`config.mk`:
```
export PLATFORM = sky130hd
export DESIGN_NAME = npr_bank
export DESIGN_NICKNAME = d
export VERILOG_FILES = /design/src/hdl/npr_pkg.sv /design/src/hdl/npr_bank.sv
export SDC_FILE = /design/constraint.sdc
export NUM_CORES = 1
export LEC_CHECK = 0
export BUFFER_PORTS_ARGS = -buffer_cell sky130_fd_sc_hd__buf_2
export CAP_MARGIN = 20
export CELL_PAD_IN_SITES_DETAIL_PLACEMENT = 1
export CELL_PAD_IN_SITES_GLOBAL_PLACEMENT = 2
export CORE_ASPECT_RATIO = 1.1
export CORE_MARGIN = 1.5
export CORE_UTILIZATION = 35
export CTS_CLUSTER_DIAMETER = 60
export DETAILED_ROUTE_END_ITERATION = 16
export PLACE_DENSITY_LB_ADDON = 0.1
export SLEW_MARGIN = 10
export SYNTH_ARGS = -nofsm -noshare
export SYNTH_HDL_FRONTEND = slang
export SYNTH_SLANG_ARGS = --single-unit
```
`constraint.sdc`:
```
create_clock -name aclk -period 2.7 [get_ports aclk]
set_input_delay 0.81 -clock aclk [delete_from_list [all_inputs] [get_ports aclk]]
set_output_delay 0.81 -clock aclk [all_outputs]
set_load 0.02 [all_outputs]
```
`src/hdl/npr_pkg.sv`:
```
// Package for the oscillator preset register bank: offsets, resets, carriers
package npr_pkg;
    // Register byte offsets
    localparam logic [11:0] OFF_FREQ_A3  = 12'h0238;
    localparam logic [11:0] OFF_PHASE_A3 = 12'h023C;
    localparam logic [11:0] OFF_FREQ_B0  = 12'h0240;
    localparam logic [11:0] OFF_PHASE_B0 = 12'h0244;
    localparam logic [11:0] OFF_FREQ_B1  = 12'h0248;
    localparam logic [11:0] OFF_PHASE_B1 = 12'h024C;
    localparam logic [11:0] OFF_FREQ_B2  = 12'h0250;
    // Mode control register of our own
    localparam logic [11:0] OFF_MODE_CTRL = 12'h0260;

    // Values after reset
    localparam logic [31:0] FREQ_RESET  = 32'hC000_0000;
    localparam logic [15:0] PHASE_RESET = 16'h0000;

    // Bus answers
    localparam logic [1:0] RESP_OKAY   = 2'h0;
    localparam logic [1:0] RESP_SLVERR = 2'h2;

    // Preset words handed to the oscillator for one channel
    typedef struct packed {
        logic [31:0] freq;
        logic [31:0] phase;
    } npr_osc_word_t;
endpackage : npr_pkg

```
`src/hdl/npr_bank.sv`:
```
// Oscillator frequency and phase preset register bank with AXI4-Lite slave
// Function
// RULE1 - Channel A preset 3 frequency is a 32-bit read/write word resetting to C0000000.
// RULE2 - Channel A preset 3 phase is a 16-bit read/write word resetting to zero.
// RULE3 - Channel B presets 0 to 2 frequencies are 32-bit read/write words resetting to C0000000.
// RULE4 - Channel B presets 0 and 1 phases are 16-bit read/write words resetting to zero.
// RULE5 - In interleaved single-channel mode every channel B preset is ignored.
// RULE6 - In interleaved single-channel mode the oscillator uses only channel A presets.
// RULE7 - Each preset takes an 8-byte slot, frequency at base, phase 4 above, from 238.
// RULE8 - Each 16-bit phase is left-aligned into 32 bits for the phase accumulator.
// RULE9 - Software computes the frequency word as 2^32 times oscillator over sample rate.
// RULE10 - Software should resynchronise the oscillator after a running frequency change.
// RULE11 - The bank presents the selected preset of each channel to the oscillator.
`timescale 1ns/1ps
`default_nettype none
module npr_bank (
    input  wire logic                   aclk,
    input  wire logic                   aresetn,
    input  wire logic [11:0]            s_axi_awaddr,
    input  wire logic                   s_axi_awvalid,
    output logic                        s_axi_awready,
    input  wire logic [31:0]            s_axi_wdata,
    input  wire logic [3:0]             s_axi_wstrb,
    input  wire logic                   s_axi_wvalid,
    output logic                        s_axi_wready,
    output logic [1:0]                  s_axi_bresp,
    output logic                        s_axi_bvalid,
    input  wire logic                   s_axi_bready,
    input  wire logic [11:0]            s_axi_araddr,
    input  wire logic                   s_axi_arvalid,
    output logic                        s_axi_arready,
    output logic [31:0]                 s_axi_rdata,
    output logic [1:0]                  s_axi_rresp,
    output logic                        s_axi_rvalid,
    input  wire logic                   s_axi_rready,
    input  wire logic [1:0]             preset_sel_a,
    input  wire logic [1:0]             preset_sel_b,
    output npr_pkg::npr_osc_word_t      osc_chan_a,
    output npr_pkg::npr_osc_word_t      osc_chan_b,
    output logic                        osc_chan_b_valid,
    output logic                        interleave_mode
);
    import npr_pkg::*;

    // Register map, byte addresses, one aligned word each:
    //   0x238  channel A preset 3 frequency, 32 bits
    //   0x23C  channel A preset 3 phase, low 16 bits
    //   0x240  channel B preset 0 frequency, 32 bits
    //   0x244  channel B preset 0 phase, low 16 bits
    //   0x248  channel B preset 1 frequency, 32 bits
    //   0x24C  channel B preset 1 phase, low 16 bits
    //   0x250  channel B preset 2 frequency, 32 bits
    //   0x260  mode control, bit 0 selects interleaved single-channel mode
    // Every other word answers with a slave error; a write there stores nothing.
    // The two low address bits are ignored, so byte addresses alias to words.
    //
    // Values after reset:
    //   frequency words  C000_0000
    //   phase words      0000
    //   mode bit         0, both channels in use
    //   oscillator words frequency C000_0000, phase 0
    //   channel B valid  low during reset, high one edge after release
    //
    // Write timing, in clock edges:
    //   edge 0  address and data taken, in either order or together
    //   edge 1  the word is stored and the response raised
    //   edge 2  response taken once the master is ready
    // A second write is refused until the response has gone.
    // Byte strobes are honoured; phase words keep only their low half.
    //
    // Read timing, in clock edges:
    //   edge 0  address taken and the word selected
    //   edge 1  data and response stand until the master is ready
    // A second read is refused while the data still stands.
    // Phase words read back in the low half with the upper half zero.
    //
    // Oscillator side:
    //   words follow a register or select change one edge later
    //   phase is handed over left-aligned, one step is 2^-16 of a turn
    //   presets held in a neighbouring bank show their reset values here
    //   in interleaved mode channel B mirrors channel A, valid is low
    //   channel B registers keep what software wrote even when unused
    //
    // Limitations for software:
    //   frequency changes reach the oscillator at once, with no retiming
    //   the phase after such a change is not known until a resync
    //   preset selects are taken as they come, same clock, no filtering
    //
    // Trade-offs:
    //   both bus channels are held in single-entry stages, so at most
    //   one write and one read are in flight; this keeps the bank small
    //   at the price of one idle edge between back-to-back reads and two between back-to-back writes

    // Preset storage
    logic [31:0] freq_a3_reg;
    logic [15:0] phase_a3_reg;
    logic [31:0] freq_b0_reg;
    logic [15:0] phase_b0_reg;
    logic [31:0] freq_b1_reg;
    logic [15:0] phase_b1_reg;
    logic [31:0] freq_b2_reg;
    logic        mode_reg;

    // Write channel capture
    logic [11:0] aw_addr_reg;
    logic        aw_full_reg;
    logic [31:0] w_data_reg;
    logic [3:0]  w_strb_reg;
    logic        w_full_reg;
    logic        do_write;
    logic        wr_hit;

    // Read channel
    logic [31:0] rd_next;
    logic        rd_hit;

    assign s_axi_awready = !aw_full_reg && !s_axi_bvalid;
    assign s_axi_wready  = !w_full_reg && !s_axi_bvalid;
    assign s_axi_arready = !s_axi_rvalid;
    assign do_write      = aw_full_reg && w_full_reg && !s_axi_bvalid;

    // Address and data may arrive in either order; hold each until both are in
    always_ff @(posedge aclk) begin
        if (!aresetn) begin
            aw_full_reg <= 1'b0;
            aw_addr_reg <= 12'h0000;
        end else if (s_axi_awvalid && s_axi_awready) begin
            aw_full_reg <= 1'b1;
            aw_addr_reg <= s_axi_awaddr;
        end else if (do_write) begin
            aw_full_reg <= 1'b0;
        end
    end

    always_ff @(posedge aclk) begin
        if (!aresetn) begin
            w_full_reg <= 1'b0;
            w_data_reg <= 32'h0000_0000;
            w_strb_reg <= 4'h0;
        end else if (s_axi_wvalid && s_axi_wready) begin
            w_full_reg <= 1'b1;
            w_data_reg <= s_axi_wdata;
            w_strb_reg <= s_axi_wstrb;
        end else if (do_write) begin
            w_full_reg <= 1'b0;
        end
    end

    // Byte-lane merge helpers
    function automatic logic [31:0] merge32(input logic [31:0] old_v,
                                            input logic [31:0] new_v,
                                            input logic [3:0]  strb);
        logic [31:0] res;
        res = old_v;
        for (int i = 0; i < 4; i++) begin
            if (strb[i]) begin
                res[i*8 +: 8] = new_v[i*8 +: 8];
            end
        end
        return res;
    endfunction : merge32

    // Slot decode on the word address, low two bits ignored
    always_comb begin
        case ({aw_addr_reg[11:2], 2'b00})
            OFF_FREQ_A3, OFF_PHASE_A3, OFF_FREQ_B0, OFF_PHASE_B0,
            OFF_FREQ_B1, OFF_PHASE_B1, OFF_FREQ_B2, OFF_MODE_CTRL: wr_hit = 1'b1; // see RULE7
            default: wr_hit = 1'b0;
        endcase
    end

    // Word address of the held write
    logic [11:0] wr_word;
    assign wr_word = {aw_addr_reg[11:2], 2'b00};

    // Channel A preset 3 frequency word
    always_ff @(posedge aclk) begin
        if (!aresetn) begin
            freq_a3_reg <= FREQ_RESET;                                        // see RULE1
        end else if (do_write && wr_word == OFF_FREQ_A3) begin
            freq_a3_reg <= merge32(freq_a3_reg, w_data_reg, w_strb_reg);      // see RULE1
        end
    end

    // Channel A preset 3 phase word, low half of the bus word
    always_ff @(posedge aclk) begin
        if (!aresetn) begin
            phase_a3_reg <= PHASE_RESET;                                      // see RULE2
        end else if (do_write && wr_word == OFF_PHASE_A3) begin
            phase_a3_reg <= 16'(merge32({16'h0000, phase_a3_reg},
                                        w_data_reg, w_strb_reg));             // see RULE2
        end
    end

    // Channel B preset 0 frequency word
    always_ff @(posedge aclk) begin
        if (!aresetn) begin
            freq_b0_reg <= FREQ_RESET;                                        // see RULE3
        end else if (do_write && wr_word == OFF_FREQ_B0) begin
            freq_b0_reg <= merge32(freq_b0_reg, w_data_reg, w_strb_reg);      // see RULE3
        end
    end

    // Channel B preset 0 phase word
    always_ff @(posedge aclk) begin
        if (!aresetn) begin
            phase_b0_reg <= PHASE_RESET;                                      // see RULE4
        end else if (do_write && wr_word == OFF_PHASE_B0) begin
            phase_b0_reg <= 16'(merge32({16'h0000, phase_b0_reg},
                                        w_data_reg, w_strb_reg));             // see RULE4
        end
    end

    // Channel B preset 1 frequency word
    always_ff @(posedge aclk) begin
        if (!aresetn) begin
            freq_b1_reg <= FREQ_RESET;                                        // see RULE3
        end else if (do_write && wr_word == OFF_FREQ_B1) begin
            freq_b1_reg <= merge32(freq_b1_reg, w_data_reg, w_strb_reg);      // see RULE3
        end
    end

    // Channel B preset 1 phase word
    always_ff @(posedge aclk) begin
        if (!aresetn) begin
            phase_b1_reg <= PHASE_RESET;                                      // see RULE4
        end else if (do_write && wr_word == OFF_PHASE_B1) begin
            phase_b1_reg <= 16'(merge32({16'h0000, phase_b1_reg},
                                        w_data_reg, w_strb_reg));             // see RULE4
        end
    end

    // Channel B preset 2 frequency word; its phase lives elsewhere
    always_ff @(posedge aclk) begin
        if (!aresetn) begin
            freq_b2_reg <= FREQ_RESET;                                        // see RULE3
        end else if (do_write && wr_word == OFF_FREQ_B2) begin
            freq_b2_reg <= merge32(freq_b2_reg, w_data_reg, w_strb_reg);      // see RULE3
        end
    end

    // Mode bit, only lane 0 carries it
    always_ff @(posedge aclk) begin
        if (!aresetn) begin
            mode_reg <= 1'b0;
        end else if (do_write && wr_word == OFF_MODE_CTRL && w_strb_reg[0]) begin
            mode_reg <= w_data_reg[0];                                        // see RULE5
        end
    end

    // Write response, error for unmapped slots
    always_ff @(posedge aclk) begin
        if (!aresetn) begin
            s_axi_bvalid <= 1'b0;
            s_axi_bresp  <= RESP_OKAY;
        end else if (do_write) begin
            s_axi_bvalid <= 1'b1;
            s_axi_bresp  <= wr_hit ? RESP_OKAY : RESP_SLVERR;
        end else if (s_axi_bready) begin
            s_axi_bvalid <= 1'b0;
        end
    end

    // Read mux; phase words read back in the low half, upper bits zero
    always_comb begin
        rd_hit  = 1'b1;
        rd_next = 32'h0000_0000;
        case ({s_axi_araddr[11:2], 2'b00})
            OFF_FREQ_A3:   rd_next = freq_a3_reg;
            OFF_PHASE_A3:  rd_next = {16'h0000, phase_a3_reg};
            OFF_FREQ_B0:   rd_next = freq_b0_reg;
            OFF_PHASE_B0:  rd_next = {16'h0000, phase_b0_reg};
            OFF_FREQ_B1:   rd_next = freq_b1_reg;
            OFF_PHASE_B1:  rd_next = {16'h0000, phase_b1_reg};
            OFF_FREQ_B2:   rd_next = freq_b2_reg;
            OFF_MODE_CTRL: rd_next = {31'h0000_0000, mode_reg};
            default:       rd_hit  = 1'b0;
        endcase
    end

    always_ff @(posedge aclk) begin
        if (!aresetn) begin
            s_axi_rvalid <= 1'b0;
            s_axi_rdata  <= 32'h0000_0000;
            s_axi_rresp  <= RESP_OKAY;
        end else if (s_axi_arvalid && s_axi_arready) begin
            s_axi_rvalid <= 1'b1;
            s_axi_rdata  <= rd_next;
            s_axi_rresp  <= rd_hit ? RESP_OKAY : RESP_SLVERR;
        end else if (s_axi_rready) begin
            s_axi_rvalid <= 1'b0;
        end
    end

    // Oscillator word selection; presets held in a neighbouring bank
    // present their reset values, since they are not seen here
    npr_osc_word_t osc_a_next;
    npr_osc_word_t osc_b_next;
    npr_osc_word_t osc_reset_word;
    assign osc_reset_word = '{freq: FREQ_RESET, phase: 32'h0000_0000};

    // Channel A: only preset 3 is held here
    always_comb begin
        osc_a_next = osc_reset_word;
        if (preset_sel_a == 2'd3) begin                                       // see RULE11
            osc_a_next = '{freq: freq_a3_reg, phase: {phase_a3_reg, 16'h0000}}; // see RULE8
        end
    end

    // Channel B: own presets, or a copy of channel A while interleaved
    always_comb begin
        osc_b_next = osc_reset_word;
        if (mode_reg) begin
            osc_b_next = osc_a_next;                                          // see RULE5 RULE6
        end else begin
            case (preset_sel_b)                                               // see RULE11
                2'd0: osc_b_next = '{freq: freq_b0_reg, phase: {phase_b0_reg, 16'h0000}};
                2'd1: osc_b_next = '{freq: freq_b1_reg, phase: {phase_b1_reg, 16'h0000}};
                2'd2: osc_b_next = '{freq: freq_b2_reg, phase: 32'h0000_0000};
                default: osc_b_next = osc_reset_word;
            endcase
        end
    end

    // Registered words to the oscillator
    always_ff @(posedge aclk) begin
        if (!aresetn) begin
            osc_chan_a       <= osc_reset_word;
            osc_chan_b       <= osc_reset_word;
            osc_chan_b_valid <= 1'b0;
        end else begin
            osc_chan_a       <= osc_a_next;
            osc_chan_b       <= osc_b_next;
            osc_chan_b_valid <= !mode_reg;                                    // see RULE5
        end
    end

    assign interleave_mode = mode_reg;
endmodule : npr_bank
`default_nettype wire

```
==> metrics.cfg <==
[run_status]
status=completed

[placement]
place_hpwl_mm=35.8
port-buffer-count=203
place_inst=2336
gp_congestion=0.798
place_area_um2=16800

[yosys]
xor_xnor_share_of_the_synthesized_area_pct=0
synth.avg_cell_area_um2=9.24
yosys-mux-area-fraction_pct=14.9
synthAdderAreaFrac_pct=0.0661
postSynth.asyncResetShare_pct=0
synth_top_family_by_area=simple AND/OR/NAND/NOR gates
synth_enable_flop_cells=0
syn_inst=1638
compound_gate_portion_of_the_synthesized_area_pct=15.7
synth.top_cells.by_area=dfxtp_1 (47%), mux2i_1 (13%), nand2_1 (7.0%), o21ai_0 (4.0%), a21oi_1 (3.7%)
synth_seq_area_share_pct=47.3
yosys.cell_types.count=57
synth_flop_cell=dfxtp_1
ys_warn_count=0
yosysTopAreaCell=dfxtp_1
simple_gate_share_of_the_synthesized_area_pct=15.9
synth_top_area_share_pct=47.3
syn_area_um2=15100
synth-seq-cells=358

[route]
finalWirelength_mm=53.7
detail_route.vias_per_cell=5.31
routed-via-count=12800
wire_per_inst_um=22.2
initialDrtViolationCount=517
drc=0
detailedRoute.firstPassIterationCount=5
antenna_violating_nets_remaining=0

[setup_path]
critical_path_arrival_ns=2.72
worst_setup_path_end_kind=register
regToRegStartpoint=aw_addr_reg[10]
critPathMaxStageDelay_ns=0.62
critical_path.startpoint_type=register
type_of_the_setup_path_with_the_least_slack=register to register
timing.reg2reg.worst_path_depth=4
critPathMaxFanout=11
regToRegSetupSlack_ns=0.46
cp_cell_sequence=nor4b_4 -> and3_1 -> nand3_2 -> mux2i_1
req_time_crit_path_ns=3.18
regToRegEndpoint=freq_b0_reg[3]
cpMaxStageDelayCell=and3_1

[layout]
stdcell_area_um2=18200
reg_top3=osc_chan_a (48), osc_chan_b (48)
final_layout_size_suffix_gt1_share_pct=21.8
final_net_count=1884
p_r_area_growth_vs_syn_pct=20.3
final_cell_count_no_fill=2413

[die]
initial_utilization_pct=35.6
core_outline_area_um2=42500
rows=79
fp.dieW_um=201
die_area_um2=44500
die-height_um=221
pin_count=242

[clock_network]
ctsHoldBuffers=0
max-clock-path-buffers=3
later_pin_clock_latency_in_the_skew_report_ns=0.57
cts-root-buf=clkbuf_16
cts_buffers=42
clkSinkCount=358
cts-resized-gates=0
clkSlewWorstSetupHoldPaths_ns=0.06
h_tree_lvl_count=2
cts_setup_buffers=0
tritoncts=built

[timing]
final_min_period_over_clock_period_pct=82.8
setup_total_negative_slack_ns=0
timing.clock.skew_ns=0.0226
timing_worst_slew_pin_value_ns=0.922
unrepaired_setup_endpoints_after_global_routing=no
timing.final.max_slew_violations=0
timing_hold_violations_final=0
fmax_ghz=0.447
layout_min_cycle_time_ns=2.24
finalSetupViolCount=0
relSlewSlack_pct=38.5

[power_and_ir_drop]
power.ir.vdd_worst_v=0.000383
design_power_total_mw=11.7
power_per_cell_area_nw_per_um2=645
static-leakage-power_nw=7.46

[flow_run]
maxCapViolCount=0

[min_path]
hold_path.startpoint=s_axi_rready
worst_hold_check_path_type=primary input to register
hold_path_sink=s_axi_rvalid
number_of_cells_traversed_by_the_worst_hold_path=2

[global_routing]
vias_in_the_first_global_route=13300
gr-total-overflow=0
grt_pass1_wl_mm=81.8
grt_antenna_before_repair=3
grt_start_max_net_pins=118
grt.total_usage_pct=23.7

==> logic make-up (layout without fill, tap and decap cells) <==
group / after synthesis / count (layout)
flops: 358 / 358
simple gates: 491 / 491
buf+inv: 186 / 360
other cells: 1 / 35
compound gates: 380 / 380
mux: 221 / 221
fa+ha+maj: 1 / 1
==> critical path, delay by kind of cell, from the launching register on <==
family        cells  cell delay [ns]
simple gates      3             1.54
flops             1             0.33
mux               1             0.29
==> cells in the final DEF, fill, tap and decap left out, types with 6 or more instances in the layout <==
master     synthesis  final
conb_1             1     34
a32oi_1           14     14
nand3_1           11     11
a22oi_1           15     15
mux2_2            30     30
a22o_1            46     46
a221o_1           14     14
clkbuf_8           0     11
nor2_2             4      6
nand4_1           68     68
clkbuf_16          0     43
nor3_1            16     16
buf_2             29    202
o21ai_0          122    122
nor2_1            16     13
mux2i_1          190    190
and2_1            49     49
nand3_2            7      7
inv_1             11     10
buf_4             35     57
buf_12             0     13
clkbuf_1          93      7
nand2_1          282    282
dfxtp_1          358    358
clkinv_2           0      9
a21oi_1          112    112
o21ai_2            6      6
o21a_1            17     17
and3_1             7      7
o22ai_1           16     16
==> final cells by class <==
cell class / count / area, um^2
Antenna cell: 1 / 2.50
Clock buffer: 61 / 1250
Clock inverter: 15 / 119
Fill cell: 4912 / 24300
Inverter: 12 / 46.3
Multi-Input combinational cell: 1127 / 7210
Sequential cell: 358 / 7170
Tap cell: 567 / 709
Timing Repair Buffer: 272 / 1700
==> metrics by stage <==
step | util [%] | setup slack [ns] | hold slack (ns)
final | 42.8 | 0.465 | 0.439
after global routing | 42.8 | 0.352 | 0.425
after CTS | 42.8 | 0.428 | 0.412
after detailed placement | 39.6 | 0.0233 | 0.438
after global placement | 39.6 | 0.0418 | 0.434
after floorplan | - | 0.429 | 0.435
==> metal layers <==
layer,up-vias,global-route usage [%],routed length [um]
li1,6098,-,-
met1,6351,31.1,24600
met2,285,40.6,25900
met3,76,3.33,2150
met4,2,6.81,1060
met5,-,0,13
==> how the worst max path moves through the flow <==
stage | start | to | slack (ns) | depth (start not counted)
2_1_floorplan | s_axi_araddr[4] | s_axi_rdata[21] | 0.43 | 6
3_3_place_gp | s_axi_araddr[4] | s_axi_rdata[1] | 0.04 | 5
3_5_place_dp | s_axi_araddr[4] | s_axi_rdata[2] | 0.02 | 5
4_1_cts | aw_addr_reg[10] | freq_b0_reg[3] | 0.43 | 4
5_1_grt | aw_addr_reg[10] | freq_b0_reg[3] | 0.35 | 4
6_report | aw_addr_reg[10] | freq_b0_reg[3] | 0.46 | 4
==> Yosys cell counts (17+ instances only) <==
master,instances
mux2i_1,190
nand2_1,282
o21ai_0,122
buf_4,35
a22o_1,46
o21a_1,17
clkbuf_1,93
and2_1,49
mux2_2,30
buf_2,29
a21oi_1,112
nand4_1,68
dfxtp_1,358
==> power breakdown <==
group	internal, mW	total (mW)	leakage [nW]	switching, mW
clock network	3.32	5.63	0.676	2.31
logic	0.198	0.696	3.89	0.498
registers	5.34	5.41	2.89	0.0695
total	8.86	11.7	7.46	2.88
Power figures use the tool's default switching activity.
